## config.mk

```make
export PLATFORM = sky130hd
export DESIGN_NAME = fmsd_decoder
export DESIGN_NICKNAME = d
export VERILOG_FILES = /design/src/design/fmsd_decoder.v
export VERILOG_INCLUDE_DIRS = /design/src /design/src/common
export SDC_FILE = /design/constraint.sdc
export NUM_CORES = 1
export LEC_CHECK = 0
export BUFFER_PORTS_ARGS = -buffer_cell sky130_fd_sc_hd__buf_4
export CAP_MARGIN = 20
export CORE_MARGIN = 10
export CORE_UTILIZATION = 51
export DETAILED_ROUTE_END_ITERATION = 12
export PLACE_DENSITY = 0.85
export SLEW_MARGIN = 20
export SYNTH_ARGS = -nofsm -noshare
export SYNTH_HDL_FRONTEND = slang
export SYNTH_SLANG_ARGS = --single-unit
export TNS_END_PERCENT = 20
```

## constraint.sdc

```tcl
create_clock -name mclk_in -period 4.05 [get_ports mclk_in]
set_clock_uncertainty 0.2 [all_clocks]
set_input_delay 0.2025 -clock mclk_in [delete_from_list [all_inputs] [get_ports mclk_in]]
set_output_delay 0.2025 -clock mclk_in [all_outputs]
set_load 0.01 [all_outputs]
```

## src/common/fmsd_map.vh

```
/*
 * constants for the fixed memory select decoder: address field positions,
 * bank limits, alarm ranges and reset values.
 * assumes it is included by bare name from design files only.
 */
`ifndef FMSD_MAP_VH
`define FMSD_MAP_VH

// address register field positions (bit 1 of the word is index 0)
`define FMSD_ADDR_W        12
`define FMSD_WORD_HI       9
`define FMSD_SET_BIT       7
`define FMSD_STRAND_LO     8
`define FMSD_STRAND_HI     9
`define FMSD_PAR_HI        8
`define FMSD_INH_HI        6
`define FMSD_QUAD_HI       11
`define FMSD_QUAD_LO       10

// address quadrant codes (bits 12 and 11)
`define FMSD_QUAD_ERASE    2'h0
`define FMSD_QUAD_BANK1    2'h1
`define FMSD_QUAD_BANK2    2'h2
`define FMSD_QUAD_SWITCH   2'h3

// bank numbers, five bits, octal values given in hex
`define FMSD_BANK_W        5
`define FMSD_BANK_ONE      5'h01
`define FMSD_BANK_TWO      5'h02
`define FMSD_BANK_THREE    5'h03
`define FMSD_LOW_LAST      5'h0c
`define FMSD_HIGH_FIRST    5'h11
`define FMSD_HIGH_LAST     5'h1c
`define FMSD_HIGH_SHIFT    5'h05

// pseudo address layout for manual access
`define FMSD_PSEUDO_W      15
`define FMSD_PSEUDO_BANK_LO 10

// reset values
`define FMSD_ALARM_N_RST   1'h1

`endif

```

## src/design/fmsd_decoder.v

```verilog
/*
 * fixed memory select decoder: bank, rope, set, strand, inhibit and
 * parity inhibit decode for the core rope fixed memory, plus bank alarms.
 * assumes bank and address inputs, strobes and manual inputs come from
 * registers on mclk_in; only the supply clamp is asynchronous.
 */
//
// Behaviour
// - banked fixed memory: bank from five bank bits, word from address bits 10..1
// - bank bits, complements and address bits 12,11 pick one of six rope selects
// - one of 24 banks of 1024 words, active only under bank-select strobe
// - bank decode also yields set enable and a pair of strand enables
// - all rope selects suppressed while the supply clamp is high
// - invalid bank raises alarm one or two, combined into one alarm line
// - address bit 8 and set enable pick one of four set lines under set strobe
// - seven low address bits and complements inverted onto inhibit lines
// - address bit 9 gated with nine-bit parity gives parity inhibit and complement
// - parity true when address bits 9..1 hold an even number of ones
// - address bits 9,10 and strand enables pick one of eight strand gates
// - 0200 blocks alternate sets; odd banks use C/D, even banks A/B
// - strand advances every 0400; strand groups paired across banks as mapped
// - pseudo octal addresses act as real addresses under manual access
`timescale 1ns/1ps
`default_nettype none
`include "fmsd_map.vh"

module fmsd_decoder #(
    parameter ROPES   = 6,
    parameter STRANDS = 8,
    parameter INH_W   = 7
) (
    // clock and reset
    input  wire                          mclk_in,
    input  wire                          rst_in,
    // address sources
    input  wire [`FMSD_BANK_W-1:0]       bank_number_register_in,
    input  wire [`FMSD_ADDR_W-1:0]       addr_in,
    input  wire                          manual_access_in,
    input  wire [`FMSD_PSEUDO_W-1:0]     manual_pseudo_addr_in,
    // timing strobes
    input  wire                          bank_select_strobe_in,
    input  wire                          set_strobe_in,
    input  wire                          inhibit_strobe_in,
    // supply monitor, asynchronous
    input  wire                          supply_fault_clamp_in,
    // rope, set and strand drive
    output reg  [ROPES-1:0]              rope_select_out,
    output reg                           set_enable_out,
    output reg                           strand_enable_a_out,
    output reg                           strand_enable_b_out,
    output reg  [3:0]                    set_line_out,
    output reg  [STRANDS-1:0]            strand_gate_out,
    // inhibit drive
    output reg  [INH_W-1:0]              inhibit_true_out,
    output reg  [INH_W-1:0]              inhibit_comp_out,
    output reg                           parity_inhibit_out,
    output reg                           parity_inhibit_n_out,
    // alarms and status
    output reg                           bank_alarm_one_out,
    output reg                           bank_alarm_two_out,
    output reg                           combined_bank_alarm_n_out,
    output reg  [`FMSD_BANK_W-1:0]       fixed_bank_out
);

////////////////////////////////////////////////////////////////////////////////
// clamp synchroniser

reg clamp_meta_r;
reg clamp_sync_r;

// analogue monitor is unrelated to mclk_in, so two stages first
always @(posedge mclk_in or posedge rst_in) begin
    if (rst_in) begin
        clamp_meta_r <= 1'h1;                  // clamp held until proven good
        clamp_sync_r <= 1'h1;
    end else begin
        clamp_meta_r <= supply_fault_clamp_in;
        clamp_sync_r <= clamp_meta_r;
    end
end

////////////////////////////////////////////////////////////////////////////////
// address source selection

reg  [`FMSD_BANK_W-1:0] bank_sel;
reg  [9:0]              word_sel;
reg                     fixed_sel;

// manual pseudo address carries the bank in its top five bits
always @* begin
    word_sel  = addr_in[`FMSD_WORD_HI:0];
    fixed_sel = 1'h1;
    bank_sel  = bank_number_register_in;
    if (manual_access_in) begin
        bank_sel = manual_pseudo_addr_in[`FMSD_PSEUDO_W-1:`FMSD_PSEUDO_BANK_LO];
        word_sel = manual_pseudo_addr_in[`FMSD_WORD_HI:0];
    end else begin
        case (addr_in[`FMSD_QUAD_HI:`FMSD_QUAD_LO])
            `FMSD_QUAD_ERASE: begin
                fixed_sel = 1'h0;              // erasable path, no fixed drive
            end
            `FMSD_QUAD_BANK1: begin
                bank_sel = `FMSD_BANK_ONE;
            end
            `FMSD_QUAD_BANK2: begin
                bank_sel = `FMSD_BANK_TWO;
            end
            `FMSD_QUAD_SWITCH: begin
                // bank register values below three all fold onto bank 03
                if (bank_number_register_in < `FMSD_BANK_THREE) begin
                    bank_sel = `FMSD_BANK_THREE;
                end
            end
            default: begin
                fixed_sel = 1'h0;
            end
        endcase
    end
end

////////////////////////////////////////////////////////////////////////////////
// bank decode

wire       low_valid  = (bank_sel >= `FMSD_BANK_ONE) && (bank_sel <= `FMSD_LOW_LAST);
wire       high_valid = (bank_sel >= `FMSD_HIGH_FIRST) && (bank_sel <= `FMSD_HIGH_LAST);
wire       bank_valid = low_valid || high_valid;
// gap banks 15..20 octal raise alarm one, zero and 35..37 alarm two
wire       alarm_one  = fixed_sel && (bank_sel > `FMSD_LOW_LAST) &&
                        (bank_sel < `FMSD_HIGH_FIRST);
wire       alarm_two  = fixed_sel && !bank_valid && !alarm_one;
wire       drive_ok   = fixed_sel && bank_valid;

// dense bank ordinal 0..23: four banks per rope
wire [4:0] bank_ord   = low_valid ? (bank_sel - `FMSD_BANK_ONE)
                                  : (bank_sel - `FMSD_HIGH_SHIFT);
wire [2:0] rope_idx   = bank_ord[4:2];
// first and last bank of a rope share one strand group, middle two the other
wire       strand_grp = bank_ord[1] ^ bank_ord[0];
wire       odd_bank   = bank_sel[0];
wire [2:0] strand_idx = {strand_grp, word_sel[`FMSD_STRAND_HI],
                         word_sel[`FMSD_STRAND_LO]};
wire [1:0] set_idx    = {odd_bank, word_sel[`FMSD_SET_BIT]};
wire       par_even   = ~^word_sel[`FMSD_PAR_HI:0];
wire       par_inh    = word_sel[`FMSD_PAR_HI] & par_even;

////////////////////////////////////////////////////////////////////////////////
// rope, strand and enable outputs

genvar gi;

// set and strand enables and the fixed bank follow the address every cycle, with no strobe gating
always @(posedge mclk_in or posedge rst_in) begin
    if (rst_in) begin
        set_enable_out      <= 1'h0;
        strand_enable_a_out <= 1'h0;
        strand_enable_b_out <= 1'h0;
        fixed_bank_out      <= {`FMSD_BANK_W{1'h0}};
    end else begin
        set_enable_out      <= drive_ok && odd_bank;
        strand_enable_a_out <= drive_ok && !strand_grp;
        strand_enable_b_out <= drive_ok && strand_grp;
        fixed_bank_out      <= drive_ok ? bank_sel : {`FMSD_BANK_W{1'h0}};
    end
end

generate
    for (gi = 0; gi < ROPES; gi = gi + 1) begin : g_rope
        // clamp only blocks the rope selects; other decodes keep running
        always @(posedge mclk_in or posedge rst_in) begin
            if (rst_in) begin
                rope_select_out[gi] <= 1'h0;
            end else begin
                rope_select_out[gi] <= drive_ok && bank_select_strobe_in &&
                                       !clamp_sync_r &&
                                       (rope_idx == gi);
            end
        end
    end
    for (gi = 0; gi < STRANDS; gi = gi + 1) begin : g_strand
        always @(posedge mclk_in or posedge rst_in) begin
            if (rst_in) begin
                strand_gate_out[gi] <= 1'h0;
            end else begin
                strand_gate_out[gi] <= drive_ok && bank_select_strobe_in &&
                                       (strand_idx == gi);
            end
        end
    end
    for (gi = 0; gi < 4; gi = gi + 1) begin : g_set
        always @(posedge mclk_in or posedge rst_in) begin
            if (rst_in) begin
                set_line_out[gi] <= 1'h0;
            end else begin
                set_line_out[gi] <= drive_ok && set_strobe_in &&
                                    (set_idx == gi);
            end
        end
    end
    for (gi = 0; gi < INH_W; gi = gi + 1) begin : g_inh
        // each bit drives both lines of a complementary pair, the true line inverted
        always @(posedge mclk_in or posedge rst_in) begin
            if (rst_in) begin
                inhibit_true_out[gi] <= 1'h0;
                inhibit_comp_out[gi] <= 1'h0;
            end else begin
                inhibit_true_out[gi] <= drive_ok && inhibit_strobe_in &&
                                        !word_sel[gi];
                inhibit_comp_out[gi] <= drive_ok && inhibit_strobe_in &&
                                        word_sel[gi];
            end
        end
    end
endgenerate

////////////////////////////////////////////////////////////////////////////////
// parity inhibit and alarms

// parity pair adds a second inhibit so every core sees at least two
always @(posedge mclk_in or posedge rst_in) begin
    if (rst_in) begin
        parity_inhibit_out   <= 1'h0;
        parity_inhibit_n_out <= 1'h0;
    end else begin
        parity_inhibit_out   <= drive_ok && inhibit_strobe_in && par_inh;
        parity_inhibit_n_out <= drive_ok && inhibit_strobe_in && !par_inh;
    end
end

// alarms are levels following the address, not strobed
always @(posedge mclk_in or posedge rst_in) begin
    if (rst_in) begin
        bank_alarm_one_out        <= 1'h0;
        bank_alarm_two_out        <= 1'h0;
        combined_bank_alarm_n_out <= `FMSD_ALARM_N_RST;
    end else begin
        bank_alarm_one_out        <= alarm_one;
        bank_alarm_two_out        <= alarm_two;
        combined_bank_alarm_n_out <= !(alarm_one || alarm_two);
    end
end

endmodule // fmsd_decoder

`default_nettype wire

```

; Word-level counts from Yosys, hierarchy flattened
; Cells that the tools add are included.
[classes]
addsub = 2
mul = 0
div_mod_pow = 0
n_lt_le_gt_ge = 7
eq_ne = 18
shifts = 0
muxes = 8
bitwise_logic = 2
reduce_logical = 68
[op_table]
columns = cell, count
row1 = logical AND 1 bit, 48
row2 = 2-to-1 mux 5 bit, 4
row3 = equality test 3 bit (second input constant), 6
row4 = case mux 5 bit (3 select lines), 1
row5 = zero test 1 bit, 13
row6 = equality test 3 x 2 -> 1 bit (second input constant), 4
row7 = 2-to-1 mux 10 bit, 1
row8 = XNOR reduction 9 bit, 1
row9 = equality test 2 bit (second input constant), 4
row10 = equality test 3 x 1 -> 1 bit (second input constant), 2
row11 = zero test 3 bit, 2
row12 = greater-or-equal comparator 5 x 1 -> 1 bit (second input constant), 1
row13 = greater-or-equal comparator 5 bit (second input constant), 1
row14 = > comparator 5 x 4 -> 1 bit (second input constant), 1
row15 = less-or-equal comparator 5 x 4 -> 1 bit (second input constant), 1
row16 = less-or-equal comparator 5 bit (second input constant), 1
row17 = less-than comparator 5 x 2 -> 1 bit (second input constant), 1
row18 = less-than comparator 5 bit (second input constant), 1
row19 = subtractor 5 x 1 -> 5 bit (second input constant), 1
row20 = subtractor 5 x 3 -> 5 bit (second input constant), 1
row21 = equality test 2 x 1 -> 1 bit (second input constant), 2
row22 = zero test 2 bit, 2
row23 = logical OR 1 bit, 2
row24 = 2-to-1 mux 1 bit, 2
row25 = 2 further kinds, 2
[totals]
ff_bits = 47
latch_bits = 0
ramBits = 0
rom_bits = 0
input_bits = 39
word_cells = 148
mem_count = 0

; Depth between registers and ports, before layout
[depth]
ltp_word = 12
mapped_depth = 8

; Worst setup path before layout
; No wires, ideal clock.
[synth_path]
path_type = input port to flip-flop
start = input port addr_in[11]
end = register inhibit_comp_out[1]
setup_ns = 0.121
t_arrival_ns = 1.400
required_time_ns = 3.729
slack_ns = 2.329
path_stages = 8
n_path_buf = 2
cell_sequence = buf_4 -> xnor2_2 -> a22oi_2 -> nor2_2 -> o21ai_2 -> nand4_4 -> buf_4 -> nor2_1
[synth_via]
elab_chain_len = 9
elab_cells_between_ends = 18
classes_between = order compare (4) / eq/ne (3) / mux (4) / reduce/logical (7)
[synth_rtl]
columns = element, line
row1 = "start, declared", fmsd_decoder.v:37  ; input wire [`FMSD_ADDR_W-1:0] addr_in,
row2 = equality test 2 bit / equality test 2 x 1 -> 1 bit (equally long branches), fmsd_decoder.v:98  ; case (addr_in[`FMSD_QUAD_HI:`FMSD_QUAD_LO])
row3 = case mux 5 bit (3 select lines), fmsd_decoder.v:98
row4 = 2-to-1 mux 5 bit, fmsd_decoder.v:94  ; if (manual_access_in) begin
row5 = greater-or-equal comparator 5 x 1 -> 1 bit (no source line) (tied with other cells), n/a
row6 = logical AND 1 bit (on tied branches), "fmsd_decoder.v:124, fmsd_decoder.v:125"
row7 = logical OR 1 bit, fmsd_decoder.v:126  ; wire bank_valid = low_valid || high_valid;
row8 = logical AND 1 bit (*), fmsd_decoder.v:131  ; wire drive_ok = fixed_sel && bank_valid;
row9 = logical AND 1 bit (*) (2 in series), fmsd_decoder.v:208  ; inhibit_comp_out[gi] <= drive_ok && inhibit_strobe_in &&
row10 = "end signal, assigned by index", fmsd_decoder.v:208
row11 = "end, declared", fmsd_decoder.v:55  ; output reg [INH_W-1:0] inhibit_comp_out,
; Mark *: on every way between the ends. The rest lies on a longest branch, timed or not.

; Final worst setup path
[layout_path]
start = input port manual_access_in
end = register set_line_out[1]
[layout_via]
elab_chain_len = 7
elab_cells_between_ends = 14
classes_between = order compare (4) / eq/ne (1) / mux (3) / reduce/logical (6)
[layout_rtl]
columns = element, line
row1 = "start, declared", fmsd_decoder.v:38  ; input wire manual_access_in,
row2 = 2-to-1 mux 5 bit, fmsd_decoder.v:94
row3 = greater-or-equal comparator 5 x 1 -> 1 bit (no source line) (tied with other cells), n/a
row4 = logical AND 1 bit (on tied branches), "fmsd_decoder.v:124, fmsd_decoder.v:125"
row5 = logical OR 1 bit, fmsd_decoder.v:126
row6 = logical AND 1 bit, fmsd_decoder.v:131
row7 = logical AND 1 bit, fmsd_decoder.v:194  ; set_line_out[gi] <= drive_ok && set_strobe_in &&
row8 = logical AND 1 bit (*), fmsd_decoder.v:194
row9 = "end signal, assigned by index", fmsd_decoder.v:194
row10 = "end, declared", fmsd_decoder.v:51  ; output reg [3:0] set_line_out,
; Marked as above.

==> flow_summary.json <==
{
  "placed_area_um2": 2640,
  "ys_seq_area_share_pct": 55.8,
  "netlist_top_cells_area": "dfrtp_1, mux2i_1, nor2_1",
  "r2r_cells": 3,
  "share_seq_of_total_power_pct": 49.5,
  "hold_viol": 0,
  "arrival_ps": 1830,
  "core_area_um2": 3740,
  "die-area_um2": 6890,
  "postCtsSetupRepairBufs": 0,
  "fin_crit_sh_pct": 45.2,
  "worstMarginPinSlew_ps": 898,
  "crit_required_ps": 4050,
  "numCtsBuffers": 5,
  "p_int_mw": 0.716,
  "dr_total_vias": 1675,
  "area_growth_pct": 39.1,
  "grt_overflow": 0,
  "wire_per_inst_um": 16.4,
  "syn_inst": 182,
  "fin_ws_ps": 2220,
  "end_kind": "register",
  "drv_cap": 0,
  "gp_congestion": 0.845,
  "design_area_um2": 2820,
  "start_util_pct": 54.0,
  "switching_power_mw": 0.274,
  "switching_share_pct": 27.7,
  "ios": 84,
  "nets": 311,
  "rsz0062_at_grt": "false",
  "port_buffers": 83,
  "setup_violations": 0,
  "dp.cells": 304,
  "min_period_ps": 1830,
  "synth_top_area_share_pct": 51.9,
  "instances_no_fill": 321,
  "final_common_cell": "buf_4",
  "synth_cell_types": 32,
  "ys_ff_latch": 45,
  "status": "completed",
  "peakVddDrop_uv": 233,
  "synth_nets": 221,
  "grt_antenna_before_repair": 0,
  "root_buffer": "clkbuf_8",
  "slew_violations": 0,
  "p_leak_nw": 1.41,
  "cts_max_level": 2,
  "first_pass_iters": 4,
  "start_kind": "primary input",
  "ant_nets": 0,
  "synthArstFlopShare_pct": 100,
  "n_antenna_cell": 0,
  "dpl.hpwl_um": 4170,
  "drc": 0,
  "post_cts_resized": 0,
  "layout-drive-gt1-share_pct": 37.4,
  "fmax_ghz": 0.547,
  "viasPerCell": 5.22,
  "synth.avg_cell_area_um2": 11.1,
  "path_clk_slew_ps": 80,
  "syn_area_um2": 2020,
  "clock_latency_ps": 290,
  "clock-sinks": 45,
  "cts_tree": "built",
  "die_h_um": 83.0,
  "clockPowerShare_pct": 26.1,
  "grt_use_total_pct": 15.1,
  "pre_cts_ws_ps": 1940,
  "yosysTopAreaCell": "dfrtp_1",
  "rows": 22,
  "grt_start_max_net_pins": 46,
  "min_path_type": "primary input to register",
  "final_util_pct": 75.2,
  "final_cell_mix": "buf_4, dfrtp_1, nor2_1, nor3_1, mux2i_1",
  "wirelength_um": 5260,
  "drt_iter0_drc": 101,
  "whs_path_depth": 3,
  "slew_headroom_pct": 40.0,
  "grt_pass1_wl_um": 8760,
  "ys_warn_count": 0,
  "path_class": "primary input to register",
  "cp_max_fo": 33,
  "die_w_um": 83.0,
  "synth-edff-count": 0,
  "grt_pass1_vias": 1775,
  "tns_ps": 0,
  "cts_hold_buf": 9,
  "power.density_nw_per_um2": 352,
  "cts_buffer_depth": 2,
  "ys.flop_type": "dfrtp_1",
  "power_frac_comb_pct": 24.3
}
## flip-flops by register name, indices dropped and copies added, names as in the netlist, 3 cells and up
| register | count |
|---|---|
| rope_select_out | 6 |
| set_line_out | 4 |
| fixed_bank_out | 3 |
| strand_gate_out | 8 |
| inhibit_comp_out | 7 |
| inhibit_true_out | 7 |
## routing by layer
metal | global-route usage (%) | wire length [um] | share of wire (%)
met5 | 0 | 0 | 0
met4 | 4.15 | 50 | 0.95
met3 | 4.69 | 334 | 6.3
met2 | 25.1 | 2600 | 49
met1 | 18.3 | 2280 | 43
## cells in the mapped netlist, types with 3 or more instances
cell type	number
a21oi_1	3
buf_4	8
dfrtp_1	42
dfstp_2	3
mux2i_1	14
nand2_1	12
nand2b_1	3
nand3_1	4
nand4_1	3
nor2_1	26
nor2b_1	11
nor3_1	15
o21ai_1	3
xnor2_1	5
xor2_1	6
## per-stage QoR
| step | total power, mW | hold WS [ps] |
|---|---|---|
| floorplan | 0.628 | 6.98 |
| global placement | 0.726 | 111 |
| detailed placement | 0.734 | 114 |
| CTS | 0.995 | 4.80 |
| global route | 1.04 | 18.4 |
| finish | 0.990 | 9.05 |
## final cells by class
| cell class | instances | area [um^2] |
|---|---|---|
| Tap cell | 48 | 60.1 |
| Clock inverter | 1 | 7.51 |
| Fill cell | 279 | 928 |
| Sequential cell | 45 | 1130 |
| Inverter | 1 | 3.75 |
| Multi-Input combinational cell | 127 | 825 |
| Timing Repair Buffer | 92 | 713 |
| Clock buffer | 7 | 76.3 |
## final timing paths
check | start | end | slack, ps
min in group asynchronous | rst_in | parity_inhibit_n_out | 460
max in group asynchronous | rst_in | set_line_out[1] | 2630
hold reg to reg | clamp_meta_r | clamp_sync_r | 160
setup / recovery | manual_access_in | set_line_out[1] | 2220
hold / removal | manual_pseudo_addr_in[6] | inhibit_comp_out[6] | 9
setup reg to reg | clamp_sync_r | rope_select_out[0] | 2850
## worst max-delay path, cell delays in order
cell and delay (ps):
buf_4 360, nor2b_1 90, o21ai_1 150, o311ai_2 250, o21ai_2 310, nand2_1 230, nor3_1 230
## power by group through the flow
stage | clock network, mW | registers (mW) | logic (mW)
6_report | 0.259 | 0.490 | 0.241
5_1_grt | 0.279 | 0.494 | 0.264
2_1_floorplan | 0 | 0.514 | 0.114
3_5_place_dp | 0 | 0.499 | 0.234
3_3_place_gp | 0 | 0.499 | 0.228
4_1_cts | 0.262 | 0.491 | 0.243
## cells by family after synthesis
logic type,after synthesis,synth area share [%]
buffers and inverters,10,3.40
DFF,45,55.8
xor gates and xnor gates,12,5.57
AOI/OAI and AO/OA,20,8.16
muxes,14,6.93
and+or+nand+nor,81,20.1
(Power assumes the default switching activity.)
